[src/shared/pin_channel_regs.vh]
`ifndef PIN_CHANNEL_REGS_VH
`define PIN_CHANNEL_REGS_VH

// ----------------------------------------
// Register word indices (Avalon word address)
// ----------------------------------------
`define ADDR_W            3
`define REG_ROUTE         3'h0
`define REG_TRIM          3'h1
`define REG_LOAD          3'h2
`define REG_RANGE         3'h3
`define REG_STATUS        3'h4

// ----------------------------------------
// Route register fields
// ----------------------------------------
`define FLIP_LSB          0
`define PAIR_DRV_BIT      2
`define PAIR_CMP_BIT      3
`define ROUTE_RST         4'h0

// ----------------------------------------
// Trim register fields
// ----------------------------------------
`define IMP_LSB           0
`define IMP_MSB           3
`define DEADBAND_LSB      4
`define DEADBAND_MSB      6
`define DROOP_LSB         7
`define DROOP_MSB         9
`define IMP_RST           4'h8
`define DEADBAND_RST      3'h0
`define DROOP_RST         3'h0

// ----------------------------------------
// Load register fields, one bit per channel
// ----------------------------------------
`define LOAD_OFF_LSB      0
`define DIAG_LSB          2
`define TERM_LSB          4
`define SLEAK_LSB         6
`define FORCE_LSB         8
`define LOAD_RST          10'h000

// ----------------------------------------
// Range register fields
// ----------------------------------------
`define RANGE_RST         6'h00
`define RSEL_HI_BIT       2

// ----------------------------------------
// Decoded codes
// ----------------------------------------
`define DRV_LOW_LEAK      2'h0
`define DRV_DATA          2'h1
`define DRV_RECEIVE       2'h2
`define DRV_TERM          2'h3
`define RANGE_E           3'h0
`define RANGE_D           3'h1
`define RANGE_C           3'h2
`define RANGE_B           3'h3
`define RANGE_A           3'h4

`endif

[src/verilog/channel_decode.v]
`timescale 1ns/1ps
`default_nettype none
`include "pin_channel_regs.vh"

module channel_decode (
  input  wire       receive_select,
  input  wire       termination_choose,
  input  wire       serial_low_leak,
  input  wire       pin_low_leak,
  input  wire       load_off,
  input  wire       load_diag_on,
  input  wire       measure_unit_force_on,
  input  wire [2:0] current_range_select,
  output reg  [1:0] drv_mode,
  output wire       clamp_enable,
  output reg        load_on,
  output wire       load_low_leak,
  output reg  [2:0] range_code,
  output wire       measure_hiz
);

  wire leak = serial_low_leak | ~pin_low_leak;

  assign load_low_leak = leak;
  assign measure_hiz   = ~pin_low_leak | (~measure_unit_force_on);
  assign clamp_enable  = (drv_mode == `DRV_RECEIVE);

  always @* begin
    if (leak) begin
      drv_mode = `DRV_LOW_LEAK;
    end else if (!receive_select) begin
      drv_mode = `DRV_DATA;
    end else if (termination_choose) begin
      drv_mode = `DRV_TERM;
    end else begin
      drv_mode = `DRV_RECEIVE;
    end
  end

  always @* begin
    if (leak) begin
      load_on = 1'b0;
    end else if (load_off) begin
      load_on = 1'b0;
    end else if (load_diag_on) begin
      load_on = 1'b1;
    end else begin
      load_on = receive_select & ~termination_choose;
    end
  end

  always @* begin
    case (current_range_select)
      3'h0: range_code = `RANGE_E;
      3'h1: range_code = `RANGE_D;
      3'h2: range_code = `RANGE_C;
      3'h3: range_code = `RANGE_B;
      default: begin
        // Range A is only safe while the measure unit really forces.
        if (measure_unit_force_on && pin_low_leak) begin
          range_code = `RANGE_A;
        end else begin
          range_code = `RANGE_B;
        end
      end
    endcase
  end

endmodule // channel_decode

`default_nettype wire

[src/verilog/pin_channel_control_decode.v]
// How it works
// - A 4-bit impedance trim steps driver resistance by 0.36 ohm, 1000 nominal and default.
// - A per-channel flip bit inverts that channel's data after driver selection, reset 0.
// - Paired drive makes both drivers take channel 0 data, reset 0.
// - Paired drive plus inversion yields complementary outputs from channel 0 data.
// - Driver clamps are on exactly when the driver is in high-impedance receive.
// - Without paired compare each channel reports its own upper and lower threshold tests.
// - Paired compare puts the pin-difference results on channel 0 outputs.
// - Paired compare forces both channel 1 compare outputs high.
// - A 3-bit deadband code sets hysteresis for both modes, reset 000.
// - One droop code drives both driver and comparator droop compensation.
// - Serial low-leak 1 or pin low-leak 0 puts the load in low leak above all else.
// - Outside low leak, load off wins, then diagnostic on turns the load on.
// - Otherwise the load is on only for receive 1 with termination choice 0.
// - The range code serves force and measure, with A falling back to B when not forcing.
// - Range codes 000 to 011 give E, D, C, B; 1xx gives A only when forcing and pin low-leak is 1.
// - Pin low-leak 0 forces driver, comparator and load to low leak and the unit to hiz.
//
// Register access over Avalon-MM and the address map were decided locally.
`timescale 1ns/1ps
`default_nettype none
`include "pin_channel_regs.vh"

module pin_channel_control_decode (
  input  wire               ref_clk,
  input  wire               reset,
  input  wire               config_reset_n,
  // Avalon-MM slave.
  input  wire [`ADDR_W-1:0] address,
  input  wire               read,
  input  wire               write,
  input  wire [31:0]        writedata,
  output reg  [31:0]        readdata,
  output reg                waitrequest,
  // Tester timing side.
  input  wire [1:0]         data_in,
  input  wire [1:0]         receive_select,
  input  wire [1:0]         pin_low_leak,
  input  wire [1:0]         upper_above,
  input  wire [1:0]         lower_above,
  input  wire               diff_upper_above,
  input  wire               diff_lower_above,
  output reg  [1:0]         drive_data,
  output reg  [3:0]         drv_mode,
  output reg  [1:0]         clamp_enable,
  output reg  [1:0]         upper_compare_out,
  output reg  [1:0]         lower_compare_out,
  output reg  [1:0]         comparator_low_leak,
  output reg  [1:0]         load_on,
  output reg  [1:0]         load_low_leak,
  output reg  [5:0]         range_code,
  output reg  [1:0]         measure_hiz,
  output reg  [3:0]         output_impedance_trim,
  output reg  [2:0]         comparator_deadband_code,
  output reg  [2:0]         droop_comp_code
);

  // ----------------------------------------
  // Configuration registers
  // ----------------------------------------
  reg  [3:0] route_reg;
  reg  [3:0] imp_reg;
  reg  [2:0] deadband_reg;
  reg  [2:0] droop_reg;
  reg  [9:0] load_reg;
  reg  [5:0] range_reg;

  wire [1:0] data_flip             = route_reg[`FLIP_LSB+1:`FLIP_LSB];
  wire       paired_drive_enable   = route_reg[`PAIR_DRV_BIT];
  wire       paired_compare_enable = route_reg[`PAIR_CMP_BIT];
  wire [1:0] load_off              = load_reg[`LOAD_OFF_LSB+1:`LOAD_OFF_LSB];
  wire [1:0] load_diag_on          = load_reg[`DIAG_LSB+1:`DIAG_LSB];
  wire [1:0] termination_choose    = load_reg[`TERM_LSB+1:`TERM_LSB];
  wire [1:0] serial_low_leak       = load_reg[`SLEAK_LSB+1:`SLEAK_LSB];
  wire [1:0] measure_unit_force_on = load_reg[`FORCE_LSB+1:`FORCE_LSB];

  // ----------------------------------------
  // Bus handshake
  // ----------------------------------------
  // Every access waits exactly one cycle, which gives the read mux a full
  // cycle and keeps readdata a clean flop output.
  wire req        = read | write;
  wire write_take = write & ~waitrequest;

  always @(posedge ref_clk or posedge reset) begin
    if (reset) begin
      waitrequest <= 1'b1;
    end else if (req && waitrequest) begin
      waitrequest <= 1'b0;
    end else begin
      waitrequest <= 1'b1;
    end
  end

  always @(posedge ref_clk or posedge reset) begin
    if (reset) begin
      route_reg    <= `ROUTE_RST;
      imp_reg      <= `IMP_RST;
      deadband_reg <= `DEADBAND_RST;
      droop_reg    <= `DROOP_RST;
      load_reg     <= `LOAD_RST;
      range_reg    <= `RANGE_RST;
    end else if (!config_reset_n) begin
      // The reset pin restores the same defaults as power-up.
      route_reg    <= `ROUTE_RST;
      imp_reg      <= `IMP_RST;
      deadband_reg <= `DEADBAND_RST;
      droop_reg    <= `DROOP_RST;
      load_reg     <= `LOAD_RST;
      range_reg    <= `RANGE_RST;
    end else if (write_take) begin
      if (address == `REG_ROUTE) begin
        route_reg <= writedata[3:0];
      end else if (address == `REG_TRIM) begin
        imp_reg      <= writedata[`IMP_MSB:`IMP_LSB];
        deadband_reg <= writedata[`DEADBAND_MSB:`DEADBAND_LSB];
        droop_reg    <= writedata[`DROOP_MSB:`DROOP_LSB];
      end else if (address == `REG_LOAD) begin
        load_reg <= writedata[9:0];
      end else if (address == `REG_RANGE) begin
        range_reg <= writedata[5:0];
      end
    end
  end

  // ----------------------------------------
  // Read mux
  // ----------------------------------------
  reg [31:0] read_next;

  always @* begin
    read_next = 32'h00000000;
    if (address == `REG_ROUTE) begin
      read_next[3:0] = route_reg;
    end else if (address == `REG_TRIM) begin
      read_next[9:0] = {droop_reg, deadband_reg, imp_reg};
    end else if (address == `REG_LOAD) begin
      read_next[9:0] = load_reg;
    end else if (address == `REG_RANGE) begin
      read_next[5:0] = range_reg;
    end else if (address == `REG_STATUS) begin
      read_next[1:0]   = upper_compare_out;
      read_next[3:2]   = lower_compare_out;
      read_next[5:4]   = load_on;
      read_next[7:6]   = load_low_leak;
      read_next[9:8]   = clamp_enable;
      read_next[11:10] = measure_hiz;
      read_next[15:12] = drv_mode;
      read_next[21:16] = range_code;
    end
  end

  always @(posedge ref_clk or posedge reset) begin
    if (reset) begin
      readdata <= 32'h00000000;
    end else if (read && waitrequest) begin
      readdata <= read_next;
    end
  end

  // ----------------------------------------
  // Drive data routing
  // ----------------------------------------
  reg [1:0] drive_next;
  integer   i;

  always @* begin
    drive_next = 2'h0;
    for (i = 0; i < 2; i = i + 1) begin
      // Flip follows routing, so paired drive with one flip gives a
      // complementary pair from channel 0 data.
      drive_next[i] = (paired_drive_enable ? data_in[0] : data_in[i])
                      ^ data_flip[i];
    end
  end

  // ----------------------------------------
  // Comparator output routing
  // ----------------------------------------
  reg [1:0] upper_next;
  reg [1:0] lower_next;

  always @* begin
    if (paired_compare_enable) begin
      upper_next = {1'b1, diff_upper_above};
      lower_next = {1'b1, diff_lower_above};
    end else begin
      upper_next = upper_above;
      lower_next = lower_above;
    end
  end

  // ----------------------------------------
  // Per-channel decode
  // ----------------------------------------
  wire [3:0] mode_w;
  wire [1:0] clamp_w;
  wire [1:0] load_on_w;
  wire [1:0] load_ll_w;
  wire [5:0] range_w;
  wire [1:0] hiz_w;

  genvar g;
  generate
    for (g = 0; g < 2; g = g + 1) begin : chan
      channel_decode u_dec (
        .receive_select        (receive_select[g]),
        .termination_choose    (termination_choose[g]),
        .serial_low_leak       (serial_low_leak[g]),
        .pin_low_leak          (pin_low_leak[g]),
        .load_off              (load_off[g]),
        .load_diag_on          (load_diag_on[g]),
        .measure_unit_force_on (measure_unit_force_on[g]),
        .current_range_select  (range_reg[3*g+2:3*g]),
        .drv_mode              (mode_w[2*g+1:2*g]),
        .clamp_enable          (clamp_w[g]),
        .load_on               (load_on_w[g]),
        .load_low_leak         (load_ll_w[g]),
        .range_code            (range_w[3*g+2:3*g]),
        .measure_hiz           (hiz_w[g])
      );
    end
  endgenerate

  // ----------------------------------------
  // Output flops
  // ----------------------------------------
  // All outputs carry one cycle of latency; the timing side must treat
  // them as registered decode, not as the analog fast path.
  always @(posedge ref_clk or posedge reset) begin
    if (reset) begin
      drive_data               <= 2'h0;
      drv_mode                 <= 4'h0;
      clamp_enable             <= 2'h0;
      upper_compare_out        <= 2'h0;
      lower_compare_out        <= 2'h0;
      comparator_low_leak      <= 2'h3;
      load_on                  <= 2'h0;
      load_low_leak            <= 2'h3;
      range_code               <= 6'h00;
      measure_hiz              <= 2'h3;
      output_impedance_trim    <= `IMP_RST;
      comparator_deadband_code <= `DEADBAND_RST;
      droop_comp_code          <= `DROOP_RST;
    end else begin
      drive_data               <= drive_next;
      drv_mode                 <= mode_w;
      clamp_enable             <= clamp_w;
      upper_compare_out        <= upper_next;
      lower_compare_out        <= lower_next;
      comparator_low_leak      <= ~pin_low_leak;
      load_on                  <= load_on_w;
      load_low_leak            <= load_ll_w;
      range_code               <= range_w;
      measure_hiz              <= hiz_w;
      output_impedance_trim    <= imp_reg;
      comparator_deadband_code <= deadband_reg;
      droop_comp_code          <= droop_reg;
    end
  end

endmodule // pin_channel_control_decode

`default_nettype wire
[config.mk]
export PLATFORM = sky130hd
export DESIGN_NAME = pin_channel_control_decode
export DESIGN_NICKNAME = d
export VERILOG_FILES = /design/src/verilog/channel_decode.v /design/src/verilog/pin_channel_control_decode.v
export VERILOG_INCLUDE_DIRS = /design/src /design/src/shared
export SDC_FILE = /design/constraint.sdc
export NUM_CORES = 1
export LEC_CHECK = 0
export ABC_AREA = 1
export BUFFER_PORTS_ARGS = -buffer_cell sky130_fd_sc_hd__buf_2
export CAP_MARGIN = 20
export CORE_MARGIN = 1.5
export CORE_UTILIZATION = 30
export CTS_BUF_LIST = sky130_fd_sc_hd__clkbuf_16
export DETAILED_ROUTE_END_ITERATION = 8
export SLEW_MARGIN = 20
export SYNTH_ARGS = -nofsm -noshare
export SYNTH_HDL_FRONTEND = slang
export SYNTH_SLANG_ARGS = --single-unit
[constraint.sdc]
create_clock -name ref_clk -period 2.7 [get_ports ref_clk]
set_input_delay 0.54 -clock ref_clk [delete_from_list [all_inputs] [get_ports ref_clk]]
set_output_delay 0.54 -clock ref_clk [all_outputs]
set_load 0.03 [all_outputs]
# [Word-level counts from Yosys, hierarchy flattened]
# Index checks and enable logic that the tools add are counted.
[word_totals] word_cells=125 reg_bits=89
[classes] n_eq_ne=20 n_bitwise=18 n_reduce_logical=11 n_mux=55
[op_table] cell="10-bit two-way mux" count=7
[op_table] cell="6-bit two-way mux" count=7
[op_table] cell="4-bit two-way mux" count=8
[op_table] cell="3-bit two-way mux" count=10
[op_table] cell="12-bit two-way mux" count=2
[op_table] cell="3-bit one-hot mux with 4 select lines" count=2
[op_table] cell="22-bit two-way mux" count=1
[op_table] cell="3-bit by 2-bit == test with 1-bit output, second input constant" count=6
[op_table] cell="18-bit two-way mux" count=1
[op_table] cell="16-bit two-way mux" count=1
[op_table] cell="2-bit two-way mux" count=6
[op_table] cell="1-bit two-way mux" count=10
[op_table] cell="2-bit by 1-bit != test with 1-bit output, second input constant" count=5
[op_table] cell="3-bit by 1-bit == test with 1-bit output, second input constant" count=3
[op_table] cell="3-bit zero test" count=3
[op_table] cell="1-bit inverter" count=7
[op_table] cell="2-bit != test, second input constant" count=3
[op_table] cell="1-bit bitwise OR" count=5
[op_table] cell="5-bit AND reduction" count=1
[op_table] cell="2-bit == test, second input constant" count=2
[op_table] cell="1-bit logical AND" count=4
[op_table] cell="4-bit AND reduction" count=1
[op_table] cell="1-bit bitwise AND" count=3
[op_table] cell="3-bit == test, second input constant" count=1
[op_table] cell="4 further kinds" count=5

# [Longest topological paths before layout]
[logic_depth] depth_word=7 ltp_mapped=9 mapped_depth_nobuf=8

# [Cells and area by module]
# Synthesis repeated with hierarchy kept, for this count alone.
[hier_totals] cells_unflattened=402 area_unflattened_um2=3731.1
[by_module_without_submodules] module="pin_channel_control_decode" cells_each=368 seq_area_each_um2=2238.4 n_inst=1 area_each_um2=3560.9
[by_module_without_submodules] module="channel_decode" cells_each=17 seq_area_each_um2=0.0 n_inst=2 area_each_um2=85.1

# [Least setup slack after synthesis]
# No wires, ideal clock.
[synth_timing] kind="input port to flip-flop" startpoint="input port address[2]" endpoint="register load_reg[3]" arrival_ns=1.328 setup_ns=0.126 path_buffers=2 cell_stages=8 required_time_ns=2.574 setup_slack_ns=1.246 cell_sequence="buf_6 > inv_8 > nand2_4 > nor2_4 > nand2_4 > nand2_4 > buf_12 > o21ai_0"
[synth_via] elab_chain_len=3 word_cells_on_any_way=7 classes_between="5 x eq/ne; 2 x reduce/logical"
[synth_rtl] item="start: declaration" line_no="pin_channel_control_decode.v:29" text="input wire [`ADDR_W-1:0] address,"
[synth_rtl] item="3-bit by 2-bit == test with 1-bit output (no source line) (tied with other cells)"
[synth_rtl] item="2-bit by 1-bit != test with 1-bit output (no source line) / 2-bit != test (equally long branches)"
[synth_rtl] item="4-bit AND reduction (no source line) *"
[synth_rtl] item="end signal: assignment" line_no="pin_channel_control_decode.v:101" text="load_reg <= `LOAD_RST;"
[synth_rtl] item="end signal: assignment" line_no="pin_channel_control_decode.v:109" text="load_reg <= `LOAD_RST;"
[synth_rtl] item="end signal: assignment" line_no="pin_channel_control_decode.v:119" text="load_reg <= writedata[9:0];"
[synth_rtl] item="end: declaration" line_no="pin_channel_control_decode.v:65" text="reg [9:0] load_reg;"
# Mark *: on every way between the ends. The rest lies on a longest branch, timed or not.
# A chain may end at the register's enable or synchronous reset.

# [Worst setup path in the final report]
[layout_timing] startpoint="register waitrequest" endpoint="output port waitrequest"
[layout_rtl] item="start: declaration" line_no="pin_channel_control_decode.v:34" text="output reg waitrequest,"
[layout_rtl] item="start signal: assignment" line_no="pin_channel_control_decode.v:87" text="waitrequest <= 1'b1;"
[layout_rtl] item="start signal: assignment" line_no="pin_channel_control_decode.v:89" text="waitrequest <= 1'b0;"
[layout_rtl] item="start signal: assignment" line_no="pin_channel_control_decode.v:91" text="waitrequest <= 1'b1;"
# No word-level cell between the ends.

==> metrics.cfg <==
[timing]
relSlewSlack=0.496
period_needed_ns=1.66
slew_viol_final=0
clock.fmax_mhz=601
worst_pin_slew_ns=0.755
setup_tns_ns=0
fin_skew_ns=0.00876
finalSetupViolations=0
hold_violations=0
rsz0062_at_grt=no
period_share=0.616

[synth]
synthMuxAreaShare=0
synth_top_family_by_area=simple AND/OR/NAND/NOR gates
synthXorXnorAreaFrac=0.00459
synth-simple-area-share=0.223
syn_avg_cell_area_um2=9.21
yosys_register_bits=89
synthCells=414
synth_cell_types=30
ys_warn_count=0
yosys.area_share.adder=0
ys_seq_area_frac=0.587
synth-compound-area-share=0.0912
syn_area_um2=3810

[clocking]
post-cts-setup-buffers=0
cts_tree=built
cts.reportedPaths.clkPinSlew_ns=0.07
post_cts_resized=0
cts_hold_buf=0
clock-sinks=89
h-tree-depth=3
clk_latency_ns=0.34
numCtsBuffers=9
cts_root_buf=clkbuf_16
cts_buffer_depth=2

[global_route]
grt_max_degree=41
grt_usage=0.145
grt-ovfl-total=0
grt_first_pass_wirelength_um=14500
grt_pass1_vias=2895
antenna_found_initial=0

[pwr]
peakVddDrop_mv=0.268
total_power_w=0.00319
p_leak_nw=2.46
cellPowerDensity_nw_per_um2=682

[route]
viasPerCell=4.28
wire_per_inst_um=13.5
drt_iter0_drc=118
first_pass_iters=4
wirelength_um=9190
drc_errors=0
num_vias=2911
ant_nets=0

[placed_design]
gp_congestion=0.854
dp_hpwl_um=7040
io_buffers=88

[die]
pin_count=121
initial_core_util=0.312
placementRows=40
chipWidth_um=116
fp.dieH_um=116
dieArea_um2=13400
core-area_um2=12200

[min_path]
hold_path_class=input pin to async pin

[cells_and_area]
drive_gt1_frac=0.305
fin_nets=559
multi_input_area_um2=1250
diodes=0
seq_area_um2=2240
fill_cells=1285
syn_to_final_growth_pct=22.5
largest_register_ffs=22

[worst_setup_path]
critical_path_arrival_ns=1.12
cpPeakStageDelay_ns=0.58
end_kind=primary output
reg2reg_depth=6
path_cells=buf_2
critPathBufInv=1
cp.required_ns=2.16
critPathKind=register to primary output
crit_path_start_kind=register
cp.depth=1
cpLargestDelayFamily=flip-flops
cp_max_fo=4
critPathSlowestCell=dfstp_2

[run]
drv_cap=0

[outcome]
status=finished, final reports clean

final timing paths:
kind	end	slack, ns	from
min	load_reg[2]$_DFFE_PP0P_	0.34	reset
min reg2reg	output_impedance_trim[3]$_DFF_PP1_	0.38	imp_reg[3]$_DFFE_PP1P_
max in group asynchronous	waitrequest$_DFF_PP1_	1.65	reset
max	waitrequest	1.04	waitrequest$_DFF_PP1_
max reg2reg	readdata[4]$_DFFE_PP0P_	1.17	waitrequest$_DFF_PP1_
min in group ref_clk	comparator_low_leak[1]$_DFF_PP1_	0.34	pin_low_leak[1]
synth_stat cells:
cell,n,area [µm²]
a21oi_1,3,15.0
buf_12,1,20.0
buf_2,4,20.0
buf_4,11,82.6
buf_6,2,22.5
clkbuf_1,2,7.51
clkbuf_2,1,5.00
clkinv_1,1,3.75
conb_1,1,3.75
dfrtp_1,80,2000
dfstp_2,9,236
inv_1,46,173
inv_2,2,7.51
inv_8,1,11.3
nand2_1,128,480
nand2_2,8,50.1
nand2_4,3,33.8
nand3_1,26,130
nand3_4,1,17.5
nor2_1,14,52.6
nor2_2,1,6.26
nor2_4,2,22.5
nor3_1,3,15.0
o211ai_1,1,7.51
o21ai_0,41,205
o21ai_2,11,96.3
o21ai_4,1,16.3
o21bai_1,1,7.51
or2_2,7,43.8
xor2_1,2,17.5
cells by family after synthesis:
| logic type | Yosys count |
|---|---|
| flops | 89 |
| compound gates | 58 |
| buf+inv | 71 |
| simple gates | 193 |
| other cells | 1 |
| xor+xnor | 2 |
power by group:
part / internal, W / total (W) / switching [W]
Clock: 0.000623 / 0.00115 / 0.000524
Combinational: 0.000147 / 0.000537 / 0.000389
Sequential: 0.00144 / 0.00150 / 0.0000610
Total: 0.00221 / 0.00319 / 0.000975
layout by cell type (no fill, tap or decap), types with 2 or more instances in the layout:
master / count
a21oi_1: 3
buf_2: 88
buf_4: 5
clkbuf_16: 9
clkinv_2: 2
clkinvlp_4: 3
conb_1: 10
dfrtp_1: 80
dfstp_2: 9
inv_1: 46
inv_2: 2
inv_6: 2
nand2_1: 128
nand2_2: 8
nand2_4: 3
nand3_1: 26
nor2_1: 14
nor2_4: 2
nor3_1: 3
o21ai_0: 41
o21ai_2: 11
or2_2: 7
xor2_1: 2
area by class of cell:
cell class                 count  share of cell area
tap                          168              0.0450
timing repair buffer          94               0.107
clock buffer                   9              0.0482
sequential                    89               0.479
multi-input combinational    263               0.269
clock inverter                 7             0.00991
inverter                      50              0.0426
layer usage:
layer	track usage	vias to the layer above	part of all wire
met3	0.0356	8	0.060
met5	0	-	0
met2	0.234	84	0.47
met1	0.193	1359	0.45
li1	-	1460	-
met4	0.0439	0	0.013
through the flow:
stage | worst slack [ns] | std cells | cell area (µm²) | hold WS (ns) | util
5_1_grt | 0.998 | 680 | 4670 | 0.335 | 0.383
2_1_floorplan | 1.13 | 423 | 3850 | 0.354 | -
3_5_place_dp | 0.839 | 664 | 4400 | 0.373 | 0.360
3_3_place_gp | 0.863 | 664 | 4400 | 0.362 | 0.360
6_report | 1.04 | 680 | 4670 | 0.342 | 0.383
4_1_cts | 1.03 | 680 | 4670 | 0.333 | 0.383
Power figures use the tool's default switching activity.
